`src/design/acg_params.svh`:
```
// Constants of the converter channel, clock and trigger glue.
// Assumes inclusion by the package and the design module only.
`ifndef ACG_PARAMS_SVH
`define ACG_PARAMS_SVH

`define ACG_CH_LAST_PIN   5'h0B
`define ACG_CH_GND_FIRST  5'h0C
`define ACG_CH_GND_LAST   5'h14
`define ACG_CH_TEMP       5'h1A
`define ACG_CH_BANDGAP    5'h1B
`define ACG_CH_VREFH      5'h1D
`define ACG_CH_VREFL      5'h1E
`define ACG_CH_OFF        5'h1F
`define ACG_RES_BITS      10
`define ACG_SAMPLE_SHORT  4'h3
`define ACG_SAMPLE_LONG   4'hF

`endif

```
`src/design/acg_pkg.sv`:
```
// Types of the converter channel, clock and trigger glue.
// Assumes the params header sits beside it.
`include "acg_params.svh"
package acg_pkg;
   typedef enum logic [1:0] {ACG_SRC_BUS, ACG_SRC_BUS2, ACG_SRC_LOCAL,
                             ACG_SRC_ALT} acg_src_e;
   typedef enum logic [2:0] {ACG_IN_NONE, ACG_IN_PIN, ACG_IN_GND,
                             ACG_IN_TEMP, ACG_IN_BG, ACG_IN_VREFH,
                             ACG_IN_VREFL} acg_in_e;
   typedef struct packed
   {
      logic [4:0] channelSelectField;
      logic       continuous;
      logic       convIrqEnable;
      logic       hwTrigEnable;
      logic       compareEnable;
      logic       compareGreaterEq;
      logic       mode8;
      logic       longSample;
      acg_src_e   clockSource;
      logic [1:0] clockDivideField;
   } acg_ctrl_s;
   typedef struct packed
   {
      acg_in_e    inputKind;
      logic [3:0] pinIndex;
      logic       powered;
   } acg_mux_s;
endpackage

```
`src/design/acg_glue.sv`:
```
// Channel decode, clock selection, trigger and SAR sequencing.
// Assumes one 200 MHz clock; slow clocks arrive as enable pulses.
`timescale 1ns/1ps
`default_nettype none
`include "acg_params.svh"
module acg_glue
(
   input  wire logic              clk_sys,
   input  wire logic              resetn,
   input  wire acg_pkg::acg_ctrl_s ctrl,
   input  wire logic              ctrlWrite,
   input  wire logic [9:0]        compareValue,
   input  wire logic              localAsyncTick,
   input  wire logic              extReferenceTick,
   input  wire logic              counterOverflow,
   input  wire logic              compHigher,
   input  wire logic              resultRead,
   input  wire logic              flagClear,
   output var acg_pkg::acg_mux_s  muxSel,
   output logic                   convActive,
   output logic                   convComplete,
   output logic                   convIrq,
   output logic [9:0]             result,
   output logic                   sampleHold,
   output logic [9:0]             dacCode
);
   import acg_pkg::*;

   typedef enum logic [1:0] {ACG_IDLE, ACG_SAMPLE, ACG_CONVERT} acg_state_e;

   // =====================================================================
   // Channel decode
   acg_mux_s   muxNext;
   always_comb
   begin
      muxNext.pinIndex  = ctrl.channelSelectField[3:0];
      muxNext.powered   = 1'b1;
      muxNext.inputKind = ACG_IN_NONE;
      if (ctrl.channelSelectField <= `ACG_CH_LAST_PIN)
         muxNext.inputKind = ACG_IN_PIN;
      else if (ctrl.channelSelectField <= `ACG_CH_GND_LAST)
         muxNext.inputKind = ACG_IN_GND;
      else if (ctrl.channelSelectField == `ACG_CH_TEMP)
         muxNext.inputKind = ACG_IN_TEMP;
      else if (ctrl.channelSelectField == `ACG_CH_BANDGAP)
         muxNext.inputKind = ACG_IN_BG;
      else if (ctrl.channelSelectField == `ACG_CH_VREFH)
         muxNext.inputKind = ACG_IN_VREFH;
      else if (ctrl.channelSelectField == `ACG_CH_VREFL)
         muxNext.inputKind = ACG_IN_VREFL;
      else if (ctrl.channelSelectField == `ACG_CH_OFF)
         muxNext.powered = 1'b0;
      if (muxNext.inputKind != ACG_IN_PIN)
         muxNext.pinIndex = 4'h0;
   end

   // =====================================================================
   // Conversion clock: source select then divide
   // Alternate source is the external reference tick, gated by nothing,
   // so it keeps counting through wait mode.
   logic       busHalf_reg;
   logic       busHalf_next;
   logic [2:0] divCnt_reg;
   logic [2:0] divCnt_next;
   logic       srcTick;
   logic       convTick_reg;
   logic       convTick_next;
   logic [2:0] divLast;
   always_comb
   begin
      busHalf_next = ~busHalf_reg;
      unique case (ctrl.clockSource)
         ACG_SRC_BUS:   srcTick = 1'b1;
         ACG_SRC_BUS2:  srcTick = busHalf_reg;
         ACG_SRC_LOCAL: srcTick = localAsyncTick;
         ACG_SRC_ALT:   srcTick = extReferenceTick;
      endcase
      divLast       = 3'((4'h1 << ctrl.clockDivideField) - 4'h1);
      divCnt_next   = divCnt_reg;
      convTick_next = 1'b0;
      if (srcTick)
      begin
         if (divCnt_reg >= divLast)
         begin
            divCnt_next   = 3'h0;
            convTick_next = 1'b1;
         end
         else
            divCnt_next = divCnt_reg + 3'h1;
      end
   end
   always_ff @(posedge clk_sys or negedge resetn)
   begin
      if (!resetn)
      begin
         busHalf_reg  <= 1'b0;
         divCnt_reg   <= 3'h0;
         convTick_reg <= 1'b0;
      end
      else
      begin
         busHalf_reg  <= busHalf_next;
         divCnt_reg   <= divCnt_next;
         convTick_reg <= convTick_next;
      end
   end

   // =====================================================================
   // Sequencer
   // Trigger pulse ignores the counter's own interrupt enable and is not
   // gated by power mode, so it starts conversions in run, wait, stop3.
   acg_state_e state_reg;
   acg_state_e state_next;
   logic [3:0] cnt_reg;
   logic [3:0] cnt_next;
   logic [9:0] sar_reg;
   logic [9:0] sar_next;
   logic [9:0] result_next;
   logic       complete_next;
   logic       armed_reg;
   logic       armed_next;
   logic       hwStart;
   logic       swStart;
   logic       compareTrue;
   logic [9:0] trialBit;
   logic [9:0] finalCode;
   logic [9:0] finalCmp;
   logic       off;
   always_comb
   begin
      off       = ctrl.channelSelectField == `ACG_CH_OFF;
      hwStart   = ctrl.hwTrigEnable & counterOverflow & ~off;
      swStart   = ctrlWrite & ~ctrl.hwTrigEnable & ~off;
      trialBit  = 10'h200 >> cnt_reg;
      finalCode = compHigher ? sar_reg : (sar_reg & ~trialBit);
      finalCmp  = ctrl.mode8 ? {2'h0, finalCode[9:2]} : finalCode;
      compareTrue = ctrl.compareGreaterEq ? (finalCmp >= compareValue)
                                          : (finalCmp < compareValue);
      state_next    = state_reg;
      cnt_next      = cnt_reg;
      sar_next      = sar_reg;
      result_next   = result;
      complete_next = convComplete;
      armed_next    = armed_reg;
      if (ctrlWrite)
      begin
         complete_next = 1'b0;
         armed_next    = ctrl.hwTrigEnable & ctrl.continuous;
      end
      else if (resultRead || flagClear)
         complete_next = 1'b0;
      if (ctrlWrite || off)
         state_next = ACG_IDLE;
      if (swStart || (hwStart && (state_reg == ACG_IDLE || ctrlWrite)))
      begin
         state_next = ACG_SAMPLE;
         cnt_next   = ctrl.longSample ? `ACG_SAMPLE_LONG : `ACG_SAMPLE_SHORT;
         sar_next   = 10'h200;
      end
      else if (!ctrlWrite && !off && convTick_reg)
      begin
         unique case (state_reg)
            ACG_IDLE: ;
            ACG_SAMPLE:
               if (cnt_reg == 4'h0)
                  state_next = ACG_CONVERT;
               else
                  cnt_next = cnt_reg - 4'h1;
            ACG_CONVERT:
            begin
               if (cnt_reg == 4'(`ACG_RES_BITS - 1))
               begin
                  result_next = finalCmp;
                  if (!ctrl.compareEnable || compareTrue)
                     complete_next = 1'b1;
                  cnt_next = ctrl.longSample ? `ACG_SAMPLE_LONG
                                             : `ACG_SAMPLE_SHORT;
                  sar_next = 10'h200;
                  if (ctrl.continuous && !ctrl.hwTrigEnable)
                     state_next = ACG_SAMPLE;
                  else
                     state_next = ACG_IDLE;
               end
               else
               begin
                  sar_next = (compHigher ? sar_reg : (sar_reg & ~trialBit))
                           | (trialBit >> 1);
                  cnt_next = cnt_reg + 4'h1;
               end
            end
            default: state_next = ACG_IDLE;
         endcase
      end
      if (state_reg == ACG_SAMPLE && state_next == ACG_CONVERT)
         cnt_next = 4'h0;
   end
   always_ff @(posedge clk_sys or negedge resetn)
   begin
      if (!resetn)
      begin
         state_reg    <= ACG_IDLE;
         cnt_reg      <= 4'h0;
         sar_reg      <= 10'h000;
         result       <= 10'h000;
         convComplete <= 1'b0;
         armed_reg    <= 1'b0;
         muxSel       <= '{ACG_IN_NONE, 4'h0, 1'b0};
         convActive   <= 1'b0;
         convIrq      <= 1'b0;
         sampleHold   <= 1'b0;
         dacCode      <= 10'h000;
      end
      else
      begin
         state_reg    <= state_next;
         cnt_reg      <= cnt_next;
         sar_reg      <= sar_next;
         result       <= result_next;
         convComplete <= complete_next;
         armed_reg    <= armed_next;
         muxSel       <= muxNext;
         convActive   <= state_next != ACG_IDLE;
         convIrq      <= complete_next & ctrl.convIrqEnable;
         sampleHold   <= state_next == ACG_SAMPLE;
         dacCode      <= sar_next;
      end
   end

   // =====================================================================
   // Checks
   a_off_isolates: assert property (@(posedge clk_sys) disable iff (!resetn)
      ctrl.channelSelectField == `ACG_CH_OFF |=> !muxSel.powered
      && muxSel.inputKind == ACG_IN_NONE) else $error("off not isolated");
   a_pin_route: assert property (@(posedge clk_sys) disable iff (!resetn)
      ctrl.channelSelectField <= `ACG_CH_LAST_PIN |=> muxSel.inputKind
      == ACG_IN_PIN && muxSel.pinIndex == $past(ctrl.channelSelectField[3:0]))
      else $error("pin route wrong");
   a_temp_route: assert property (@(posedge clk_sys) disable iff (!resetn)
      ctrl.channelSelectField == `ACG_CH_TEMP |=> muxSel.inputKind
      == ACG_IN_TEMP) else $error("temp route wrong");
   a_bg_route: assert property (@(posedge clk_sys) disable iff (!resetn)
      ctrl.channelSelectField == `ACG_CH_BANDGAP |=> muxSel.inputKind
      == ACG_IN_BG) else $error("bandgap route wrong");
   a_hw_start: assert property (@(posedge clk_sys) disable iff (!resetn)
      hwStart && !convActive |=> convActive && sampleHold)
      else $error("overflow did not start");
   a_write_restart: assert property (@(posedge clk_sys) disable iff (!resetn)
      ctrlWrite && !ctrl.hwTrigEnable && !off |=> sampleHold && !convComplete)
      else $error("write did not restart");
   a_irq_gate: assert property (@(posedge clk_sys) disable iff (!resetn)
      convIrq |-> convComplete) else $error("irq without flag");
   a_res_format: assert property (@(posedge clk_sys) disable iff (!resetn)
      $changed(result) && ctrl.mode8 && $stable(ctrl.mode8)
      |-> result[9:8] == 2'h0) else $error("8-bit result not justified");

   // =====================================================================
   // Checks: remaining decode codes
   a_gnd_route: assert property (
      @(posedge clk_sys) disable iff (!resetn)
      ctrl.channelSelectField >= `ACG_CH_GND_FIRST
      && ctrl.channelSelectField <= `ACG_CH_GND_LAST
      |=> muxSel.inputKind == ACG_IN_GND)
      else $error("ground route wrong");

   a_vrefh_route: assert property (
      @(posedge clk_sys) disable iff (!resetn)
      ctrl.channelSelectField == `ACG_CH_VREFH
      |=> muxSel.inputKind == ACG_IN_VREFH)
      else $error("high reference route wrong");

   a_vrefl_route: assert property (
      @(posedge clk_sys) disable iff (!resetn)
      ctrl.channelSelectField == `ACG_CH_VREFL
      |=> muxSel.inputKind == ACG_IN_VREFL)
      else $error("low reference route wrong");

   // Reserved codes must leave the input floating, not grounded
   a_rsvd_none: assert property (
      @(posedge clk_sys) disable iff (!resetn)
      (ctrl.channelSelectField inside {[5'h15:5'h19], 5'h1C})
      |=> muxSel.inputKind == ACG_IN_NONE && muxSel.powered
      && muxSel.pinIndex == 4'h0)
      else $error("reserved code connected");

   a_pin_index: assert property (
      @(posedge clk_sys) disable iff (!resetn)
      muxSel.inputKind != ACG_IN_PIN |-> muxSel.pinIndex == 4'h0)
      else $error("stray pin index");

   // =====================================================================
   // Checks: clock selection
   a_alt_tick: assert property (
      @(posedge clk_sys) disable iff (!resetn)
      ctrl.clockSource == ACG_SRC_ALT |-> srcTick == extReferenceTick)
      else $error("alternate tick not reference");

   a_tick_source: assert property (
      @(posedge clk_sys) disable iff (!resetn)
      convTick_reg |-> $past(srcTick))
      else $error("tick without source edge");

   // =====================================================================
   // Checks: sequencing and flags
   a_off_idle: assert property (
      @(posedge clk_sys) disable iff (!resetn)
      off |=> !convActive && !sampleHold)
      else $error("off channel still converting");

   a_hw_no_sw: assert property (
      @(posedge clk_sys) disable iff (!resetn)
      ctrlWrite && ctrl.hwTrigEnable && !counterOverflow |=> !convActive)
      else $error("write started hardware mode");

   a_write_clears: assert property (
      @(posedge clk_sys) disable iff (!resetn)
      ctrlWrite |=> !convComplete)
      else $error("write left flag set");

   a_idle_clear: assert property (
      @(posedge clk_sys) disable iff (!resetn)
      (resultRead || flagClear) && !convActive |=> !convComplete)
      else $error("clear ignored");

   a_irq_follow: assert property (
      @(posedge clk_sys) disable iff (!resetn)
      convIrq == (convComplete && $past(ctrl.convIrqEnable)))
      else $error("irq does not follow flag");

   a_single_idle: assert property (
      @(posedge clk_sys) disable iff (!resetn)
      $rose(convComplete) && !$past(ctrl.continuous) |-> !convActive)
      else $error("single conversion not idle");

   a_start_active: assert property (
      @(posedge clk_sys) disable iff (!resetn)
      $rose(sampleHold) |-> convActive)
      else $error("sampling while inactive");

   // Trial code must rest at midscale for the whole sample phase
   a_sample_dac: assert property (
      @(posedge clk_sys) disable iff (!resetn)
      sampleHold |-> dacCode == 10'h200)
      else $error("trial code moved while sampling");
endmodule
`default_nettype wire

```
`config.mk`:
```
export PLATFORM = sky130hd
export DESIGN_NAME = acg_glue
export DESIGN_NICKNAME = d
export VERILOG_FILES = /design/src/design/acg_pkg.sv /design/src/design/acg_glue.sv
export VERILOG_INCLUDE_DIRS = /design/src /design/src/design
export SDC_FILE = /design/constraint.sdc
export NUM_CORES = 1
export LEC_CHECK = 0
export ABC_CLOCK_PERIOD_IN_PS = 2900
export BUFFER_PORTS_ARGS = -buffer_cell sky130_fd_sc_hd__buf_2
export CAP_MARGIN = 0
export CORE_ASPECT_RATIO = 0.9
export CORE_UTILIZATION = 40
export DETAILED_ROUTE_END_ITERATION = 8
export PLACE_DENSITY = 0.7
export SYNTH_ARGS = -nofsm -noshare
export SYNTH_HDL_FRONTEND = slang
export SYNTH_SLANG_ARGS = --single-unit
```
`constraint.sdc`:
```
create_clock -name clk_sys -period 2.9 [get_ports clk_sys]
set_input_delay 0.29 -clock clk_sys [delete_from_list [all_inputs] [get_ports clk_sys]]
set_output_delay 0.29 -clock clk_sys [all_outputs]
set_load 0.005 [all_outputs]
```
Word-level counts from Yosys, hierarchy flattened
Cells that the tools add are included.
Cells by class
  add/sub/neg operators: 4
  $lt $le $gt $ge: 5
  eq/ne operators: 15
  shifts and indexed selects: 2
  mux-type cells: 46
  bitwise logic cells: 12
  reduce and logical (&&, ||, !) cells: 25
Operators with widths (count)
  2-to-1 mux 10 bit: 6
  2-to-1 mux 4 bit: 7
  equality test 5 bit (second input constant): 5
  2-to-1 mux 3 bit: 7
  2-to-1 mux 1 bit: 18
  AND 10 bit: 1
  greater-or-equal comparator 10 bit: 1
  less-than comparator 10 bit: 1
  2-to-1 mux 2 bit: 5
  NOT 10 bit: 1
  OR 10 x 9 -> 10 bit: 1
  right shift 10 x 4 -> 10 bit (first input constant): 1
  equality test 2 bit (second input constant): 4
  one-hot mux 4 bit (2 select lines): 1
  equality test 2 x 1 -> 1 bit (second input constant): 3
  one-hot mux 2 bit (3 select lines): 1
  nonzero test 2 bit: 3
  AND 1 bit: 5
  <= comparator 5 x 4 -> 1 bit (second input constant): 1
  <= comparator 5 bit (second input constant): 1
  logical AND 1 bit: 5
  logical OR 1 bit: 5
  adder 4 x 1 -> 4 bit (second input constant): 1
  equality test 4 bit (second input constant): 1
  17 further kinds: 24
Word-level totals
  register bits: 43
  input port bits: 35
  word-level logic and storage cells: 123

Depth between registers and ports, before layout
  depth after elaboration: 14
  depth in mapped cells: 12

Worst setup path after synthesis
OpenSTA, ideal clock, no wires.
  path kind: register to register
  start: register cnt_reg[0]
  end: register convIrq
  library setup time: 0.120 ns
  arrival time: 2.437 ns
  data required time: 2.780 ns
  path slack: 0.343 ns
  stages on the path, launching flop included: 12
  path buffers: 0
  path through: dfrtp_1 > inv_1 > ha_1 > nand2b_1 > o21ai_0 > mux2i_1 > ha_1 > nand4_1 > a211oi_1 > a2111oi_0 > or3_1 > and4_1
Between the ends
  word-level cells in the longest chain between the ends: 14
  elaborated cells on any way between the ends: 16
  classes of those cells: 2 x order compare; 1 x eq/ne; 1 x shift; 8 x mux; 3 x bitwise; 1 x reduce/logical
RTL lines
  start, declared: RTL line acg_glue.sv:114  | logic [3:0] cnt_reg;
  start signal, assigned: RTL line acg_glue.sv:216  | cnt_reg <= cnt_next;
  right shift 10 x 4 -> 10 bit *: RTL line acg_glue.sv:134  | trialBit = 10'h200 >> cnt_reg;
  NOT 10 bit *: RTL line acg_glue.sv:135  | finalCode = compHigher ? sar_reg : (sar_reg & ~trialBit);
  AND 10 bit *: RTL line acg_glue.sv:135
  2-to-1 mux 10 bit *: RTL line acg_glue.sv:135
  2-to-1 mux 10 bit *: RTL line acg_glue.sv:136  | finalCmp = ctrl.mode8 ? {2'h0, finalCode[9:2]} : finalCode;
  via finalCmp[7]: RTL line acg_glue.sv:127  | logic [9:0] finalCmp;
  less-than comparator 10 bit / greater-or-equal comparator 10 bit (equally long branches): RTL line acg_glue.sv:138, acg_glue.sv:137
  2-to-1 mux 1 bit *: RTL line acg_glue.sv:137  | compareTrue = ctrl.compareGreaterEq ? (finalCmp >= compareValue)
  logical OR 1 bit *: RTL line acg_glue.sv:174  | if (!ctrl.compareEnable || compareTrue)
  2-to-1 mux 1 bit *: RTL line acg_glue.sv:174
  2-to-1 mux 1 bit *: RTL line acg_glue.sv:171  | if (cnt_reg == 4'(`ACG_RES_BITS - 1))
  2-to-1 mux 1 bit *: RTL line acg_glue.sv:162  | unique case (state_reg)
  2-to-1 mux 1 bit *: RTL line acg_glue.sv:160  | else if (!ctrlWrite && !off && convTick_reg)
  2-to-1 mux 1 bit *: RTL line acg_glue.sv:154  | if (swStart || (hwStart && (state_reg == ACG_IDLE || ctrlWrite)))
  AND 1 bit *: RTL line acg_glue.sv:223  | convIrq <= complete_next & ctrl.convIrqEnable;
  end signal, assigned: RTL line acg_glue.sv:223
  end, declared: RTL line acg_glue.sv:22  | output logic convIrq,
Mark *: on every way through the listed nets, which the timed path passes. The rest lies on a longest branch.
A chain may end at the register's enable or synchronous reset.

Final worst setup path
Same ends and word-level chain as after synthesis.

==> impl_metrics.tcl <==
set metrics [dict create \
    status "complete, no violations" \
    place_area_um2 3160 \
    worst-r2r-cell-count 11 \
    max_cap_violations 0 \
    yosysSeqAreaShare_pct 39.5 \
    grt_start_max_net_pins 44 \
    hpwl_mm 4.87 \
    synth_area_leaders "dfrtp_1 39%, ha_1 9.6%, o21ai_0 3.9%" \
    dpl_worst_slack_ps -217 \
    via_per_inst 5.27 \
    core_area_um2 6590 \
    powerDensity_nw_per_um2 464 \
    cts_sinks 43 \
    syn_area_per_cell_um2 9.74 \
    cp.required_ps 3090 \
    fin_area_um2 3330 \
    die_width_um 89.0 \
    power_frac_clock_pct 23.6 \
    floorplan.rows 28 \
    antenna_found_initial 0 \
    grt_use_total_pct 19.4 \
    switching_share_pct 33.1 \
    critPathKind "reg -> reg" \
    clkSlewWorstSetupHoldPaths_ps 80 \
    place.gp.congestion 0.952 \
    synthArstFlopShare_pct 100 \
    clk_latency_ps 290 \
    clock_skew_ps 6.56 \
    synth_nets 336 \
    wl_per_cell_um 14.4 \
    min_period_ps 2840 \
    antenna_left 0 \
    synth_edf_count 0 \
    intPower_w 0.00103 \
    worstPathArrival_ps 3020 \
    synth_area_um2 2730 \
    synthToLayoutAreaGrowth_pct 22.0 \
    setup_viol 0 \
    io_pins 67 \
    numCtsBuffers 5 \
    path_max_fanout 5 \
    synth_ff_type "dfrtp_1" \
    min_path_type "in -> async" \
    portBuffers 66 \
    dieArea_um2 7150 \
    synth_commonest_cells "43 x dfrtp_1, 27 x nand2_1, 22 x inv_1" \
    slew_viol_final 0 \
    start_util_pct 41.4 \
    pwr-share-seq_pct 45.8 \
    yosysWarnings 0 \
    yosys_register_bits 43 \
    htreeDepth 2 \
    synthCells 280 \
    setup_tns_ps 0 \
    yosys.area.top_type_share_pct 39.5 \
    maxSlewHeadroom_pct 37.1 \
    combPwrFrac_pct 30.6 \
    root_buffer "clkbuf_8" \
    num_vias 2355 \
    ir_worst_vdd_v 0.000346 \
    drive_gt1_share_pct 32.2 \
    grt.overflow.total 0 \
    fmax_mhz 352 \
    remaining_drc_errors 0 \
    drtPass1Iterations 4 \
    drtIter0Drc 78 \
    worstMarginPinSlew_ps 944 \
    clockBufferDepth 2 \
    ys_types 58 \
    grt_pass1_wl_mm 10.7 \
    grt_pass1_vias 2315 \
    switchingPower_w 0.000510 \
    p_leak_nw 1.71 \
    insertedDiodeCount 0 \
    holdBufCountCts 0 \
    holdWs_ps 139 \
    start_kind "flop" \
    fin_ws_ps 62.8 \
    critPathCaptureType "flop" \
    hold_viol 0 \
    fin_nets 412 \
    cts_tree "done" \
    routed_wl_mm 6.45 \
    fp.dieH_um 80.3 \
    synth.most_common_cell "dfrtp_1" \
    synth_top_area_cell "dfrtp_1" \
    period_share_pct 97.8 \
]
## area by class of cell
class                      count  area (um2)
fill                         647        3260
tap                           90         113
inverter                      22        82.6
clock inverter                 1        5.00
clock buffer                   7        76.3
multi-input combinational    209        1570
sequential                    43        1080
timing repair buffer          75         398
## path summary, 6_finish.rpt
path / from / to / slack (ps)
setup / recovery: cnt_reg[0]$_DFFE_PN0P_ / convIrq$_DFF_PN0_ / 60
hold / removal: resetn / result[6]$_DFFE_PN0P_ / 140
setup reg to reg: cnt_reg[0]$_DFFE_PN0P_ / convIrq$_DFF_PN0_ / 60
hold reg to reg: busHalf_reg$_DFF_PN0_ / busHalf_reg$_DFF_PN0_ / 400
max in group asynchronous: resetn / cnt_reg[1]$_DFFE_PN0P_ / 2120
min in group clk_sys: ctrl[13] / muxSel[4]$_DFF_PN0_ / 260
## worst max-delay path: stages (launching register included)
cell       delay [ps]
dfrtp_2           440
inv_2             110
ha_1              200
nand2b_1          130
o21ai_2           220
mux2i_1           150
ha_1              320
nand4_1           180
a211oi_2          340
a2111oi_4         100
or3_1             370
and4_1            180
## placed cells by master (no fill, tap or decap), types with 6 or more instances in the layout
cell,netlist,layout
o21ai_0,21,17
inv_1,22,21
nor2_1,15,15
buf_4,0,9
buf_2,1,66
a21oi_1,17,17
a21o_1,9,9
mux2i_1,8,7
dfrtp_1,43,41
o21ai_2,1,6
nand2b_1,15,15
nand2_1,27,27
ha_1,21,20
## power groups by stage
stage | Sequential, W | Clock (W) | Combinational, W
4_1_cts | 0.000705 | 0.000377 | 0.000441
3_3_place_gp | 0.000715 | 0 | 0.000428
3_5_place_dp | 0.000716 | 0 | 0.000436
6_report | 0.000706 | 0.000364 | 0.000472
2_1_floorplan | 0.000706 | 0 | 0.000306
5_1_grt | 0.000714 | 0.000403 | 0.000538
## layer usage
layer | up-vias | share of wire (%) | global-route usage [%]
met5 | - | 0 | 0
met4 | 0 | 1.5 | 6.03
met3 | 11 | 3.8 | 3.29
met2 | 66 | 47 | 32.6
met1 | 1137 | 48 | 25.5
li1 | 1141 | - | -
## what timing repair did
action	4_1_cts	5_1_grt
resized for setup	3	17
buffers inserted	0	3
endpoints found under the setup margin	2	2
pin swaps	0	2
## metrics by stage
stage	utilization (%)	total power [W]	instances
global route	50.5	0.00165	447
floorplan	-	0.00101	280
global placement	48.0	0.00114	436
finish	50.5	0.00154	447
detailed placement	48.0	0.00115	436
CTS	49.3	0.00152	444
## cell families (layout without fill, tap and decap cells)
| kind of cell | count (synthesis) | count (layout) | synth area share (%) |
|---|---|---|---|
| simple gates | 89 | 89 | 18.5 |
| xor+xnor | 4 | 4 | 1.29 |
| mux | 17 | 17 | 7.34 |
| flops | 43 | 43 | 39.5 |
| fa+ha+maj | 21 | 21 | 9.64 |
| buf+inv | 28 | 105 | 5.00 |
| compound gates | 78 | 78 | 18.8 |
(Power assumes the default switching activity.)
